<file path="config.mk">
export PLATFORM = sky130hd
export DESIGN_NAME = ebw_ext_wait_timing
export DESIGN_NICKNAME = d
export VERILOG_FILES = /design/src/ebw_pkg.sv /design/src/ebw_ext_wait_timing.sv
export SDC_FILE = /design/constraint.sdc
export NUM_CORES = 1
export LEC_CHECK = 0
export BUFFER_PORTS_ARGS = -buffer_cell sky130_fd_sc_hd__buf_2
export CAP_MARGIN = 20
export CORE_MARGIN = 5
export CORE_UTILIZATION = 53
export CTS_CLUSTER_SIZE = 24
export DETAILED_ROUTE_END_ITERATION = 12
export PLACE_DENSITY = 0.95
export SLEW_MARGIN = 15
export SYNTH_ARGS = -nofsm -noshare
export SYNTH_HDL_FRONTEND = slang
export SYNTH_SLANG_ARGS = --single-unit
export TNS_END_PERCENT = 50
</file>
<file path="constraint.sdc">
create_clock -name clk -period 6.3 [get_ports clk]
set_input_delay 0.315 -clock clk [delete_from_list [all_inputs] [get_ports clk]]
set_output_delay 0.315 -clock clk [all_outputs]
set_load 0.01 [all_outputs]
</file>
<file path="src/ebw_pkg.sv">
// Package for the external area wait timing block: register map, field layout,
// reset values, state encoding and the packed state record.
// Assumes a 32-bit APB register bus and one external asynchronous memory area.
package ebw_pkg;

  // Register map and layout of the area access wait control register.
  localparam logic [11:0] EBW_CTRL_OFS    = 12'h000;
  localparam int          EBW_WAIT_LSB    = 7;
  localparam int          EBW_MASK_BIT    = 6;
  localparam int          EBW_HOLD_LSB    = 0;
  localparam logic [3:0]  EBW_WAIT_RST    = 4'ha;
  localparam logic        EBW_MASK_RST    = 1'h0;
  localparam logic [1:0]  EBW_HOLD_RST    = 2'h0;
  localparam logic [31:0] EBW_CTRL_WMASK  = 32'h0000_07c3;

  // External bus widths.
  localparam int EBW_AW = 24;
  localparam int EBW_DW = 16;

  // One external bus cycle spans this many clk cycles, so half a bus cycle is one clk.
  localparam logic [5:0] EBW_CLK_PER_BUS = 6'h02;

  // Access sequencer states, Gray coded along idle, strobe, wait, hold.
  typedef enum logic [1:0] {
    EBW_IDLE   = 2'b00,
    EBW_STROBE = 2'b01,
    EBW_WAITX  = 2'b11,
    EBW_HOLD   = 2'b10
  } ebw_state_t;

  // Whole state of the block.
  typedef struct packed {
    ebw_state_t              st;
    logic [5:0]              cnt;
    logic [3:0]              cfgWait;
    logic                    cfgMask;
    logic [1:0]              cfgHold;
    logic                    isWrite;
    logic [EBW_AW-1:0]       addr;
    logic [EBW_DW-1:0]       wdata;
    logic [EBW_DW-1:0]       rdata;
    logic                    done;
    logic                    waitS1;
    logic                    waitS2;
    logic [EBW_DW-1:0]       dinS1;
    logic [EBW_DW-1:0]       dinS2;
    logic                    chip_select_n;
    logic                    rdn;
    logic                    wrn;
    logic                    oen;
    logic [31:0]             prdata;
    logic                    pslverr;
  } ebw_regs_t;

endpackage

</file>
<file path="src/ebw_ext_wait_timing.sv">
// Top of the external area wait timing block: APB control register and the
// access sequencer that drives address, chip select and strobes of one area.
// Assumes clk runs at twice the external bus clock and that the wait and data
// pins are asynchronous to clk.
//
// How it works
// - Read wait code 0-6 gives 0-6 cycles, then 8,10,12,14,18,24 cycles.
// - Mask bit 0 obeys the external wait input; mask bit 1 ignores it.
// - The mask applies even with zero programmed wait cycles.
// - Reserved bits 5 to 2 read as zero; software writes zero.
// - Address and select stay 0.5 to 3.5 cycles after strobe negation.
// - Reset gives wait code 1010, mask 0 and hold field 0.
`timescale 1ns/100ps
module ebw_ext_wait_timing
(
  input  wire logic                      clk,
  input  wire logic                      resetn,
  input  wire logic                      psel,
  input  wire logic                      penable,
  input  wire logic                      pwrite,
  input  wire logic [11:0]               paddr,
  input  wire logic [31:0]               pwdata,
  output logic      [31:0]               prdata,
  output logic                           pready,
  output logic                           pslverr,
  input  wire logic                      accReq,
  input  wire logic                      accWrite,
  input  wire logic [ebw_pkg::EBW_AW-1:0] accAddr,
  input  wire logic [ebw_pkg::EBW_DW-1:0] accWdata,
  output logic                           accReady,
  output logic                           accDone,
  output logic      [ebw_pkg::EBW_DW-1:0] accRdata,
  output logic      [ebw_pkg::EBW_AW-1:0] extAddr,
  output logic                           chipSelectN,
  output logic                           readStrobeN,
  output logic                           storeStrobeN,
  output logic      [ebw_pkg::EBW_DW-1:0] extDataOut,
  output logic                           extDataOeN,
  input  wire logic [ebw_pkg::EBW_DW-1:0] extDataIn,
  input  wire logic                      extWait
);
  import ebw_pkg::*;

  ebw_regs_t r;
  ebw_regs_t next_r;

  // Maps a read wait code to bus cycles; reserved codes behave as the longest.
  function automatic logic [4:0] waitCycles(input logic [3:0] code);
    case (code)
      4'h7:    waitCycles = 5'h08;
      4'h8:    waitCycles = 5'h0a;
      4'h9:    waitCycles = 5'h0c;
      4'ha:    waitCycles = 5'h0e;
      4'hb:    waitCycles = 5'h12;
      4'hc:    waitCycles = 5'h18;
      default: waitCycles = (code > 4'hc) ? 5'h18 : {1'b0, code};
    endcase
  endfunction

  // Length of the strobe phase in clk cycles minus one: base bus cycle, plus waits on reads only.
  function automatic logic [5:0] strobeCount(input logic wr, input logic [3:0] code);
    logic [5:0] cyc;
    cyc = wr ? 6'h01 : 6'({1'b0, waitCycles(code)} + 6'h01);
    strobeCount = 6'(cyc * EBW_CLK_PER_BUS - 6'h01);
  endfunction

  // Only the control register is mapped; any other offset answers with an error.
  wire logic ctrlHit = (paddr == EBW_CTRL_OFS);

  // Next-state logic: register bus, synchronisers and access sequencer.
  always_comb
  begin
    next_r        = r;
    next_r.done   = 1'b0;
    next_r.waitS1 = extWait;
    next_r.waitS2 = r.waitS1;
    next_r.dinS1  = extDataIn;
    next_r.dinS2  = r.dinS1;
    // Setup phase prepares read data and the error answer for the access phase.
    if (psel && !penable)
    begin
      next_r.pslverr = !ctrlHit;
      next_r.prdata  = '0;
      if (ctrlHit && !pwrite)
        next_r.prdata = {21'h0, r.cfgWait, r.cfgMask, 4'h0, r.cfgHold};
    end
    if (psel && penable && pwrite && ctrlHit)
    begin
      next_r.cfgWait = pwdata[EBW_WAIT_LSB +: 4];
      next_r.cfgMask = pwdata[EBW_MASK_BIT];
      next_r.cfgHold = pwdata[EBW_HOLD_LSB +: 2];
    end
    case (r.st)
      EBW_IDLE:
      begin
        if (accReq)
        begin
          next_r.st      = EBW_STROBE;
          next_r.isWrite = accWrite;
          next_r.addr    = accAddr;
          next_r.wdata   = accWdata;
          next_r.cnt     = strobeCount(accWrite, r.cfgWait);
          next_r.chip_select_n     = 1'b0;
          next_r.rdn     = accWrite;
          next_r.wrn     = !accWrite;
          next_r.oen     = !accWrite;
        end
      end
      EBW_STROBE:
      begin
        // The wait pin is not looked at until the programmed cycles are spent.
        next_r.cnt = r.cnt - 6'h01;
        if (r.cnt == 6'h00)
          next_r.st = EBW_WAITX;
      end
      EBW_WAITX:
      begin
        // Stretch while the pin is asserted and not masked, even for zero waits.
        if (!(r.waitS2 && !r.cfgMask))
        begin
          next_r.st  = EBW_HOLD;
          next_r.rdn = 1'b1;
          next_r.wrn = 1'b1;
          next_r.cnt = 6'({r.cfgHold, 1'b0});
          if (!r.isWrite)
            next_r.rdata = r.dinS2;
        end
      end
      EBW_HOLD:
      begin
        // Address and select stay for 2*hold+1 half bus cycles after strobe rise.
        next_r.cnt = r.cnt - 6'h01;
        if (r.cnt == 6'h00)
        begin
          next_r.st   = EBW_IDLE;
          next_r.chip_select_n  = 1'b1;
          next_r.oen  = 1'b1;
          next_r.done = 1'b1;
        end
      end
      default:
        next_r.st = EBW_IDLE;
    endcase
  end

  // State register with documented reset values.
  always_ff @(posedge clk or negedge resetn)
  begin
    if (!resetn)
    begin
      r         <= '0;
      r.st      <= EBW_IDLE;
      r.cfgWait <= EBW_WAIT_RST;
      r.cfgMask <= EBW_MASK_RST;
      r.cfgHold <= EBW_HOLD_RST;
      r.chip_select_n     <= 1'b1;
      r.rdn     <= 1'b1;
      r.wrn     <= 1'b1;
      r.oen     <= 1'b1;
    end
    else
      r <= next_r;
  end

  // Outputs.
  assign prdata       = r.prdata;
  assign pready       = 1'b1;
  assign pslverr      = r.pslverr;
  assign accReady     = (r.st == EBW_IDLE);
  assign accDone      = r.done;
  assign accRdata     = r.rdata;
  assign extAddr      = r.addr;
  assign chipSelectN  = r.chip_select_n;
  assign readStrobeN  = r.rdn;
  assign storeStrobeN = r.wrn;
  assign extDataOut   = r.wdata;
  assign extDataOeN   = r.oen;

  // Helper: clk cycles the read strobe has been low.
  logic [6:0] strobeLen;
  always_ff @(posedge clk or negedge resetn)
  begin
    if (!resetn)
      strobeLen <= '0;
    else if (r.rdn)
      strobeLen <= '0;
    else
      strobeLen <= strobeLen + 7'h01;
  end
endmodule // ebw_ext_wait_timing

</file>
# Word-level counts from Yosys, hierarchy flattened
# Cells that the tools add are included.
op_classes:
  n_addsub: 3
  order_cmp: 1
  n_eq_ne: 13
  n_mux: 19
  bitwise: 2
  n_reduce_logical: 22
op_table:
  columns: ["cell", "n"]
  rows:
  - ["$pmux W8 S4", 1]
  - ["$pmux W5 S6", 1]
  - ["$eq A4 B4 Y1 const B", 5]
  - ["$mux W5", 4]
  - ["$mux W8", 2]
  - ["$logic_not A12 Y1", 1]
  - ["$sub A6 B1 Y6 const B", 2]
  - ["$mux W11", 1]
  - ["$reduce_and A3 Y1", 3]
  - ["$ne A2 B2 Y1 const B", 4]
  - ["$logic_and A1 B1 Y1", 6]
  - ["$logic_not A6 Y1", 1]
  - ["$mux W2", 3]
  - ["$add A5 B1 Y5 const B", 1]
  - ["$logic_not A1 Y1", 5]
  - ["$eq A2 B2 Y1 const B", 2]
  - ["$eq A4 B3 Y1 const B", 1]
  - ["$gt A4 B4 Y1 const B", 1]
  - ["$mux W4", 1]
  - ["$pmux W1 S2", 2]
  - ["$pmux W2 S2", 1]
  - ["$reduce_and A2 Y1", 2]
  - ["$reduce_and A4 Y1", 1]
  - ["$reduce_bool A2 Y1", 2]
  - ["4 further kinds", 7]
word_totals:
  ff_bits: 144
  output_inout_bits: 96

# Longest topological paths before layout
# Gate-level depths: netlist of the first run.
logic_depth:
  ltp_word: 10
  mapped_depth: 11
  depth_no_buf: 10

# Worst setup path before layout of the first run
# Ideal clock, no wire load.
synth_timing:
  path_kind: "reg2reg"
  startpoint: "reg r[135] (netlist name)"
  endpoint: "reg r[139] (netlist name)"
  arrival_ns: 2.029
  required_time_ns: 6.231
  slack_ns: 4.202
  stages_incl_launch_ff: 10
  path_buffers: 1
  path_cell_list: "dfstp_2 > buf_2 > nand2_1 > o21ai_0 > o22ai_1 > ha_1 > nand2b_1 > ha_1 > or4_1 > nand3_1"
synth_between:
  elab_chain_cells: 10
  word_cells_on_any_way: 16
  cone_classes: "add/sub: 2; order compare: 1; eq/ne: 6; mux: 7"
synth_rtl:
  columns: ["element", "line_no", "rtl"]
  rows:
  - ["start, declared", "ebw_ext_wait_timing.sv:44", "ebw_regs_t r;"]
  - ["start signal, assigned", "ebw_ext_wait_timing.sv:162", "r <= next_r;"]
  - ["$gt A4 B4 Y1", "ebw_ext_wait_timing.sv:56", "default: waitCycles = (code > 4'hc) ? 5'h18 : {1'b0, code};"]
  - ["$mux W5", "ebw_ext_wait_timing.sv:56", null]
  - ["$pmux W5 S6 (*)", "ebw_ext_wait_timing.sv:49", "case (code)"]
  - ["$mux W5 (*)", "ebw_ext_wait_timing.sv:96", "if (accReq)"]
  - ["$mux W5 (*)", "ebw_ext_wait_timing.sv:93", "case (r.st)"]
  - ["$add A5 B1 Y5 (*)", "ebw_ext_wait_timing.sv:63", "cyc = wr ? 6'h01 : 6'({1'b0, waitCycles(code)} + 6'h01);"]
  - ["$mux W5 (*)", "ebw_ext_wait_timing.sv:63", null]
  - ["$sub A6 B1 Y6 (*)", "ebw_ext_wait_timing.sv:64", "strobeCount = 6'(cyc * EBW_CLK_PER_BUS - 6'h01);"]
  - ["$mux W8 (*)", "ebw_ext_wait_timing.sv:96", null]
  - ["$pmux W8 S4 (*)", "ebw_ext_wait_timing.sv:93", null]
# Every way passes the cells marked *; elsewhere a longest branch is shown, timed or not. The select of a mux whose other input is x is not followed.
# A chain may end at the register's enable or synchronous reset.

# Final worst setup path of the first run
layout_timing:
  startpoint: "reg r[142] (netlist name)"
  endpoint: "reg r[139] (netlist name)"
layout_between:
  elab_chain_cells: 3
  word_cells_on_any_way: 8
  cone_classes: "eq/ne: 5; mux: 1; reduce/logical: 2"
layout_rtl:
  columns: ["element", "line_no"]
  rows:
  - ["$eq A2 B2 Y1 or $logic_not A2 Y1 (tied branches)", "ebw_ext_wait_timing.sv:93"]
  - ["$ne A2 B2 Y1 (no source line)", null]
  - ["$reduce_and A2 Y1 (no source line)", null]
# Parallel ways exist; a longest one is shown, timed or not.

==> results of run 1 <==
[area by class of cell]
type / instances / area [um2] / share of cell area [%]
Tap cell: 133 / 166 / 2.50
Clock buffer: 18 / 428 / 6.43
Multi-Input combinational cell: 271 / 1530 / 23.0
Antenna cell: 1 / 2.50 / 0.0376
Inverter: 8 / 30.0 / 0.451
Sequential cell: 119 / 2990 / 44.9
Clock inverter: 14 / 139 / 2.09
Timing Repair Buffer: 214 / 1380 / 20.7
[registers in the layout (all words and copies together), names as in the netlist]
| name | count |
|---|---|
| r | 33 |
| extAddr | 24 |
| next_r | 17 |
| accRdata | 16 |
| extDataOut | 16 |
| prdata | 7 |
| accDone | 1 |
| chipSelectN | 1 |
| extDataOeN | 1 |
| pslverr | 1 |
| readStrobeN | 1 |
| storeStrobeN | 1 |
[cell families after synthesis]
logic type	after synthesis	share of synthesized area (%)
XOR/XNOR	6	1.01
flip-flops	119	57.3
multiplexers	23	4.97
adder cells (fa/ha/maj)	4	0.913
other	2	0.144
AND/OR/NAND/NOR	169	13.7
AO/OA/AOI/OAI	43	6.63
buffers and inverters	115	15.3
[tightest hold or removal path, stage by stage]
cell and delay (ps):
buf_2 80, nand2_1 40, nand2_1 60
[final timing paths]
path,start,to,cells after the start
setup / recovery,r[142],r[139],4
hold / removal,accAddr[13],extAddr[13],3
setup reg to reg,r[142],r[139],4
hold reg to reg,next_r[43],r[43],0
max in group asynchronous,resetn,next_r[49],3
min in group asynchronous,resetn,accRdata[2],2
[layer usage]
metal  global-route usage [%]  share of wire, %  vias up
met1                     23.1                37     1790
li1                         -                 -     1754
met3                     6.69               6.7       25
met4                     8.75               2.0        0
met2                     39.2                54      139
met5                        0                 0        -
[per-stage QoR]
| step | hold slack (ps) | util [%] |
|---|---|---|
| 6_report | 17.2 | 68.7 |
| 5_1_grt | 1.88 | 68.7 |
| 4_1_cts | 4.19 | 68.7 |
| 3_5_place_dp | 335 | 56.7 |
| 3_3_place_gp | 333 | 56.7 |
| 2_1_floorplan | 19.4 | - |
[placed cells by master, fill, tap and decap left out, types with 3 or more instances in the layout]
cell type	n
ha_1	3
dfstp_2	6
nor2_1	14
a22oi_1	3
buf_4	4
inv_1	6
nand3_1	3
clkinv_4	3
inv_6	5
a21oi_1	4
dfrtp_1	113
xor2_1	4
nand2_1	129
a211oi_1	3
a22o_1	7
o21ai_0	6
clkinvlp_4	3
a21o_1	3
conb_1	26
mux2_1	23
nand2b_1	4
nor2b_1	3
nor4_1	3
clkbuf_16	16
buf_2	151
dlygate4sd3_1	59
[repair_timing]
item / 4_1_cts / 5_1_grt
gates resized for setup: 0 / 0
buffers inserted: 0 / 0
hold buffers: 59 / 0
hold endpoints to repair: 106 / 0
[power groups by stage]
stage / logic [W] / clock network [W] / registers (W)
CTS: 0.000889 / 0.000926 / 0.00116
detailed placement: 0.000850 / 0 / 0.00117
global placement: 0.000808 / 0 / 0.00115
global route: 0.00101 / 0.000961 / 0.00119
floorplan: 0.000786 / 0 / 0.00112
finish: 0.000888 / 0.000906 / 0.00117
==> results.toml, run 1 <==
[global_route]
antenna_found_initial = 0
overflow = 0
grt_start_max_net_pins = 70
grt_pass1_vias = 3996
grt_pass1_wl_um = 19400
grt.total_usage_pct = 21.6

[synthesis]
synth_seq_cells = 119
yosysMostFrequentCell = "nand2_1"
synth_top_area_cell = "dfrtp_1"
ys_async_sr_fraction_pct = 100
ys.flop_type = "dfrtp_1"
syn_area_um2 = 5210
ys_types = 48
netlist.area_leader.share_pct = 54.3
avgSynthCellArea_um2 = 10.8
synth_common_cells = "129 x nand2_1, 113 x dfrtp_1, 90 x buf_4"
ys_warn_count = 0
synthCells = 481
ys_seq_area_share_pct = 57.3
synth-edff-count = 0
netlist_top_cells_area = "dfrtp_1 54%, buf_4 13%, nand2_1 9.3%"

[power_and_ir_drop]
power_density_nw_per_um2 = 445
p_int_w = 0.00192
comb_power_share_pct = 30.0
ir_drop_uv = 212
power_switching_w = 0.00104
p_leak_nw = 3.45
power.share.clock_pct = 30.6
swShare_pct = 35.0
seqPwrFrac_pct = 39.4
p_total_w = 0.00296

[setup_path]
path_class = "register to register"
cpPeakStageDelay_ps = 770
cp_data_arrival_time_ps = 2870
critPathMaxFanout = 46
crit_buf_inv = 1
cp_cell_sequence = "inv_2 -> nand3_2 -> or4_1 -> nand3_1"
end_kind = "register"
cpLargestDelayFamily = "simple AND/OR/NAND/NOR gates"
worstPathRequired_ps = 6750
slowest_stage = "or4_1"
r2r_slack_ps = 3880
cp-start-kind = "register"

[cts]
cts-root-buf = "clkbuf_8"
cts_made_buffers = 17
clock_sinks = 119
cts_buffer_depth = 2
cts_tree = "built"
insertion_delay_ps = 510
cts.clk_slew.worst_paths_ps = 60
htreeDepth = 4

[place]
place.gp.congestion = 0.791
place_area_um2 = 5500
pre_cts_slack_ps = 3890
port_buffers = 152
hpwl_um = 7410
placedCellCount = 686

[sta]
slew_violations = 0
worst_pin_slew_ps = 954
maxSlewHeadroom_pct = 36.4
fin_tns_setup_ps = 0
clock.fmax_mhz = 413
fin_ws_ps = 3880
final.setup_skew_ps = 7.49
rsz0062_at_grt = "false"
period_share_pct = 38.5
fin_crit_ps = 2420
finalSetupViolCount = 0
hold_violations = 0

[drt]
avgViaCountPerCell = 4.77
wl_um = 12100
ant_nets = 0
wl_per_cell_um = 15.5
num_vias = 3708
drtPass1Iterations = 4
drc = 0
drt_iter0_drc = 195

[status]
outcome = "complete, no violations"

[final_layout]
syn_to_final_growth_pct = 27.8
finalNonFillerCells = 778
fillers = 636
nets = 742
finalInstanceArea_um2 = 6660
drive_gt1_share_pct = 31.7

[die]
io_pins = 204
die_y_um = 109
initial_core_util_pct = 53.8
coreArea_um2 = 9680
die_area_um2 = 11900
num_rows = 36
fp.dieW_um = 109

[flow_run]
cap_violations = 0

[min_path]
worstHoldPathType = "input pin to register"
Power figures use the tool's default switching activity.
==> run 2: changes to the inputs <==
Settings changed: ABC_AREA set to 1, CORE_UTILIZATION 53 to 49, PLACE_DENSITY 0.95 to 0.9.
Clock period 6.3 ns to 2.4 ns, I/O delays scaled along.
==> results.toml, run 2 <==
[synthesis]
ys_types = 34
synth_seq_cells = 119
ys.flop_type = "dfrtp_1"
ys_seq_area_share_pct = 57.5
synth_top_area_cell = "dfrtp_1"
netlist_top_cells_area = "dfrtp_1 54%, buf_4 13%, nand2_1 12%"
ys_warn_count = 0
syn_area_um2 = 5190
ys_async_sr_fraction_pct = 100
synth-edff-count = 0
synthCells = 519
yosysMostFrequentCell = "nand2_1"
avgSynthCellArea_um2 = 10.0
netlist.area_leader.share_pct = 54.4
synth_common_cells = "162 x nand2_1, 113 x dfrtp_1, 90 x buf_4"

[global_route]
overflow = 0
grt_util_met2_pct = 32.9
grt_busiest_layer = "met2"
grt.total_usage_pct = 18.8
grt_use_met3_pct = 5.45
grt_start_max_net_pins = 55
grt_pass1_wl_um = 19100
use_met1_pct = 21.1
antenna_found_initial = 0
grt_pass1_vias = 3928

[final_layout]
top_register = "r"
syn_to_final_growth_pct = 30.8
final_cell_mix = "162 x nand2_1, 151 x buf_2, 113 x dfrtp_1, 70 x dlygate4sd3_1"
multi_input_area_um2 = 1450
antenna_cells = 0
drive_gt1_share_pct = 31.2
nets = 797
ff_latch_area_um2 = 2990
layout_commonest_cell = "nand2_1"
fillers = 738
largest_reg_flops = 33

[flow_run]
cap_violations = 0

[cts]
cts_buffer_depth = 2
clock_sinks = 119
insertion_delay_ps = 510
htreeDepth = 4
cts-root-buf = "clkbuf_8"
cts_made_buffers = 17
cts_tree = "built"
cts.clk_slew.worst_paths_ps = 60

[setup_path]
critPathMaxFanout = 14
path_class = "input pin to register"
cp-start-kind = "input pin"
worstPathRequired_ps = 2750
cp_data_arrival_time_ps = 2520
end_kind = "register"

[sta]
finalSetupViolCount = 0
period_share_pct = 90.4
fin_crit_ps = 2170
rsz0062_at_grt = "false"
slew_violations = 0
clock.fmax_mhz = 461
fin_tns_setup_ps = 0
maxSlewHeadroom_pct = 49.3
hold_violations = 0
worst_pin_slew_ps = 758
final.setup_skew_ps = 10.4
hold_ws_ps = 90.7

[status]
outcome = "complete, no violations"

[place]
hpwl_um = 7890
place.gp.congestion = 0.822
port_buffers = 152

[power_and_ir_drop]
p_total_w = 0.00765
ir_drop_uv = 506
p_leak_nw = 3.62
power_switching_w = 0.00256
power.share.clock_pct = 31.9
swShare_pct = 33.4
seqPwrFrac_pct = 38.9
comb_power_share_pct = 29.2
power_density_nw_per_um2 = 1130
p_int_w = 0.00509

[drt]
num_vias = 3942
wl_um = 12000
drt_iter0_drc = 437
ant_nets = 0
avgViaCountPerCell = 4.72
drtPass1Iterations = 5
wl_per_cell_um = 14.4
drc = 0

[die]
die_area_um2 = 12800
initial_core_util_pct = 50.3
num_rows = 37
coreArea_um2 = 10300
die_y_um = 113
io_pins = 204
fp.dieW_um = 113

[min_path]
worstHoldPathType = "input pin to register"
## run 2: cell count changes after synthesis, moves of 4 or more
cell and change:
a21oi_1 +4, a22o_1 -7, clkbuf_1 -6, inv_1 +20
mux2_1 -23, mux2_2 +7, mux2_4 +10, nand2_1 +33
nand2b_1 -4, nand3_1 +7, nor2_1 +9, o21ai_0 +8
o31ai_1 +7
## run 2: worst paths after layout
kind                                  from     endpoint  slack, ps  cells after the start
worst max-delay path              paddr[8]       r[129]        230                      7
worst min-delay path                pwrite    prdata[8]         90                      3
worst max register to register      r[133]       r[138]        250                     11
worst min register to register  next_r[52]        r[52]        340                      0
max in group asynchronous           resetn       r[133]       1460                      3
min in group asynchronous           resetn  accRdata[7]        190                      2
## run 2: per-stage QoR
| step | setup slack [ps] | util, % | cell area (um2) | std cells |
|---|---|---|---|---|
| global route | 32.3 | 65.8 | 6790 | 835 |
| CTS | 266 | 65.8 | 6790 | 835 |
| global placement | 512 | 53.4 | 5510 | 733 |
| floorplan | 601 | - | 5290 | 543 |
| detailed placement | 369 | 53.4 | 5510 | 733 |
| finish | 231 | 65.8 | 6790 | 835 |
## run 2: logic make-up after synthesis
group,synth area share [%]
adders and majority gates,0.723
buffers and inverters,16.4
DFF,57.5
AOI/OAI and AO/OA,3.90
and+or+nand+nor,16.1
xor gates and xnor gates,0.843
muxes,4.41
other,0.145
## run 2: worst max-delay path, stage by stage
cell	delay, ps
dlygate4sd3_1	530
buf_2	120
nor4_1	220
dlygate4sd3_1	600
nand3_1	110
nor2_1	610
o21ai_0	210
## run 2: routing by layer
layer | vias up | wire (um)
met5 | - | 0
li1 | 1847 | -
met1 | 1888 | 4660
met3 | 34 | 756
met4 | 0 | 367
met2 | 173 | 6230
## run 2: power by group through the flow
| stage | combinational, W | sequential (W) | clock, W |
|---|---|---|---|
| 4_1_cts | 0.00225 | 0.00296 | 0.00249 |
| 6_report | 0.00223 | 0.00297 | 0.00244 |
| 3_3_place_gp | 0.00204 | 0.00295 | 0 |
| 2_1_floorplan | 0.00195 | 0.00292 | 0 |
| 3_5_place_dp | 0.00214 | 0.00299 | 0 |
| 5_1_grt | 0.00246 | 0.00304 | 0.00257 |
## run 2: what timing repair did
item / CTS / global route
hold buffers: 70 / 0
endpoints found under the hold margin: 118 / 0
buffers inserted: 0 / 0
gates resized for setup: 0 / 0
## run 2: cell type report
| type | instances | share of cell area, % |
|---|---|---|
| Clock buffer | 17 | 6.10 |
| Clock inverter | 15 | 2.47 |
| Inverter | 29 | 1.60 |
| Multi-Input combinational cell | 294 | 21.3 |
| Sequential cell | 119 | 43.9 |
| Tap cell | 136 | 2.50 |
| Timing Repair Buffer | 225 | 22.1 |
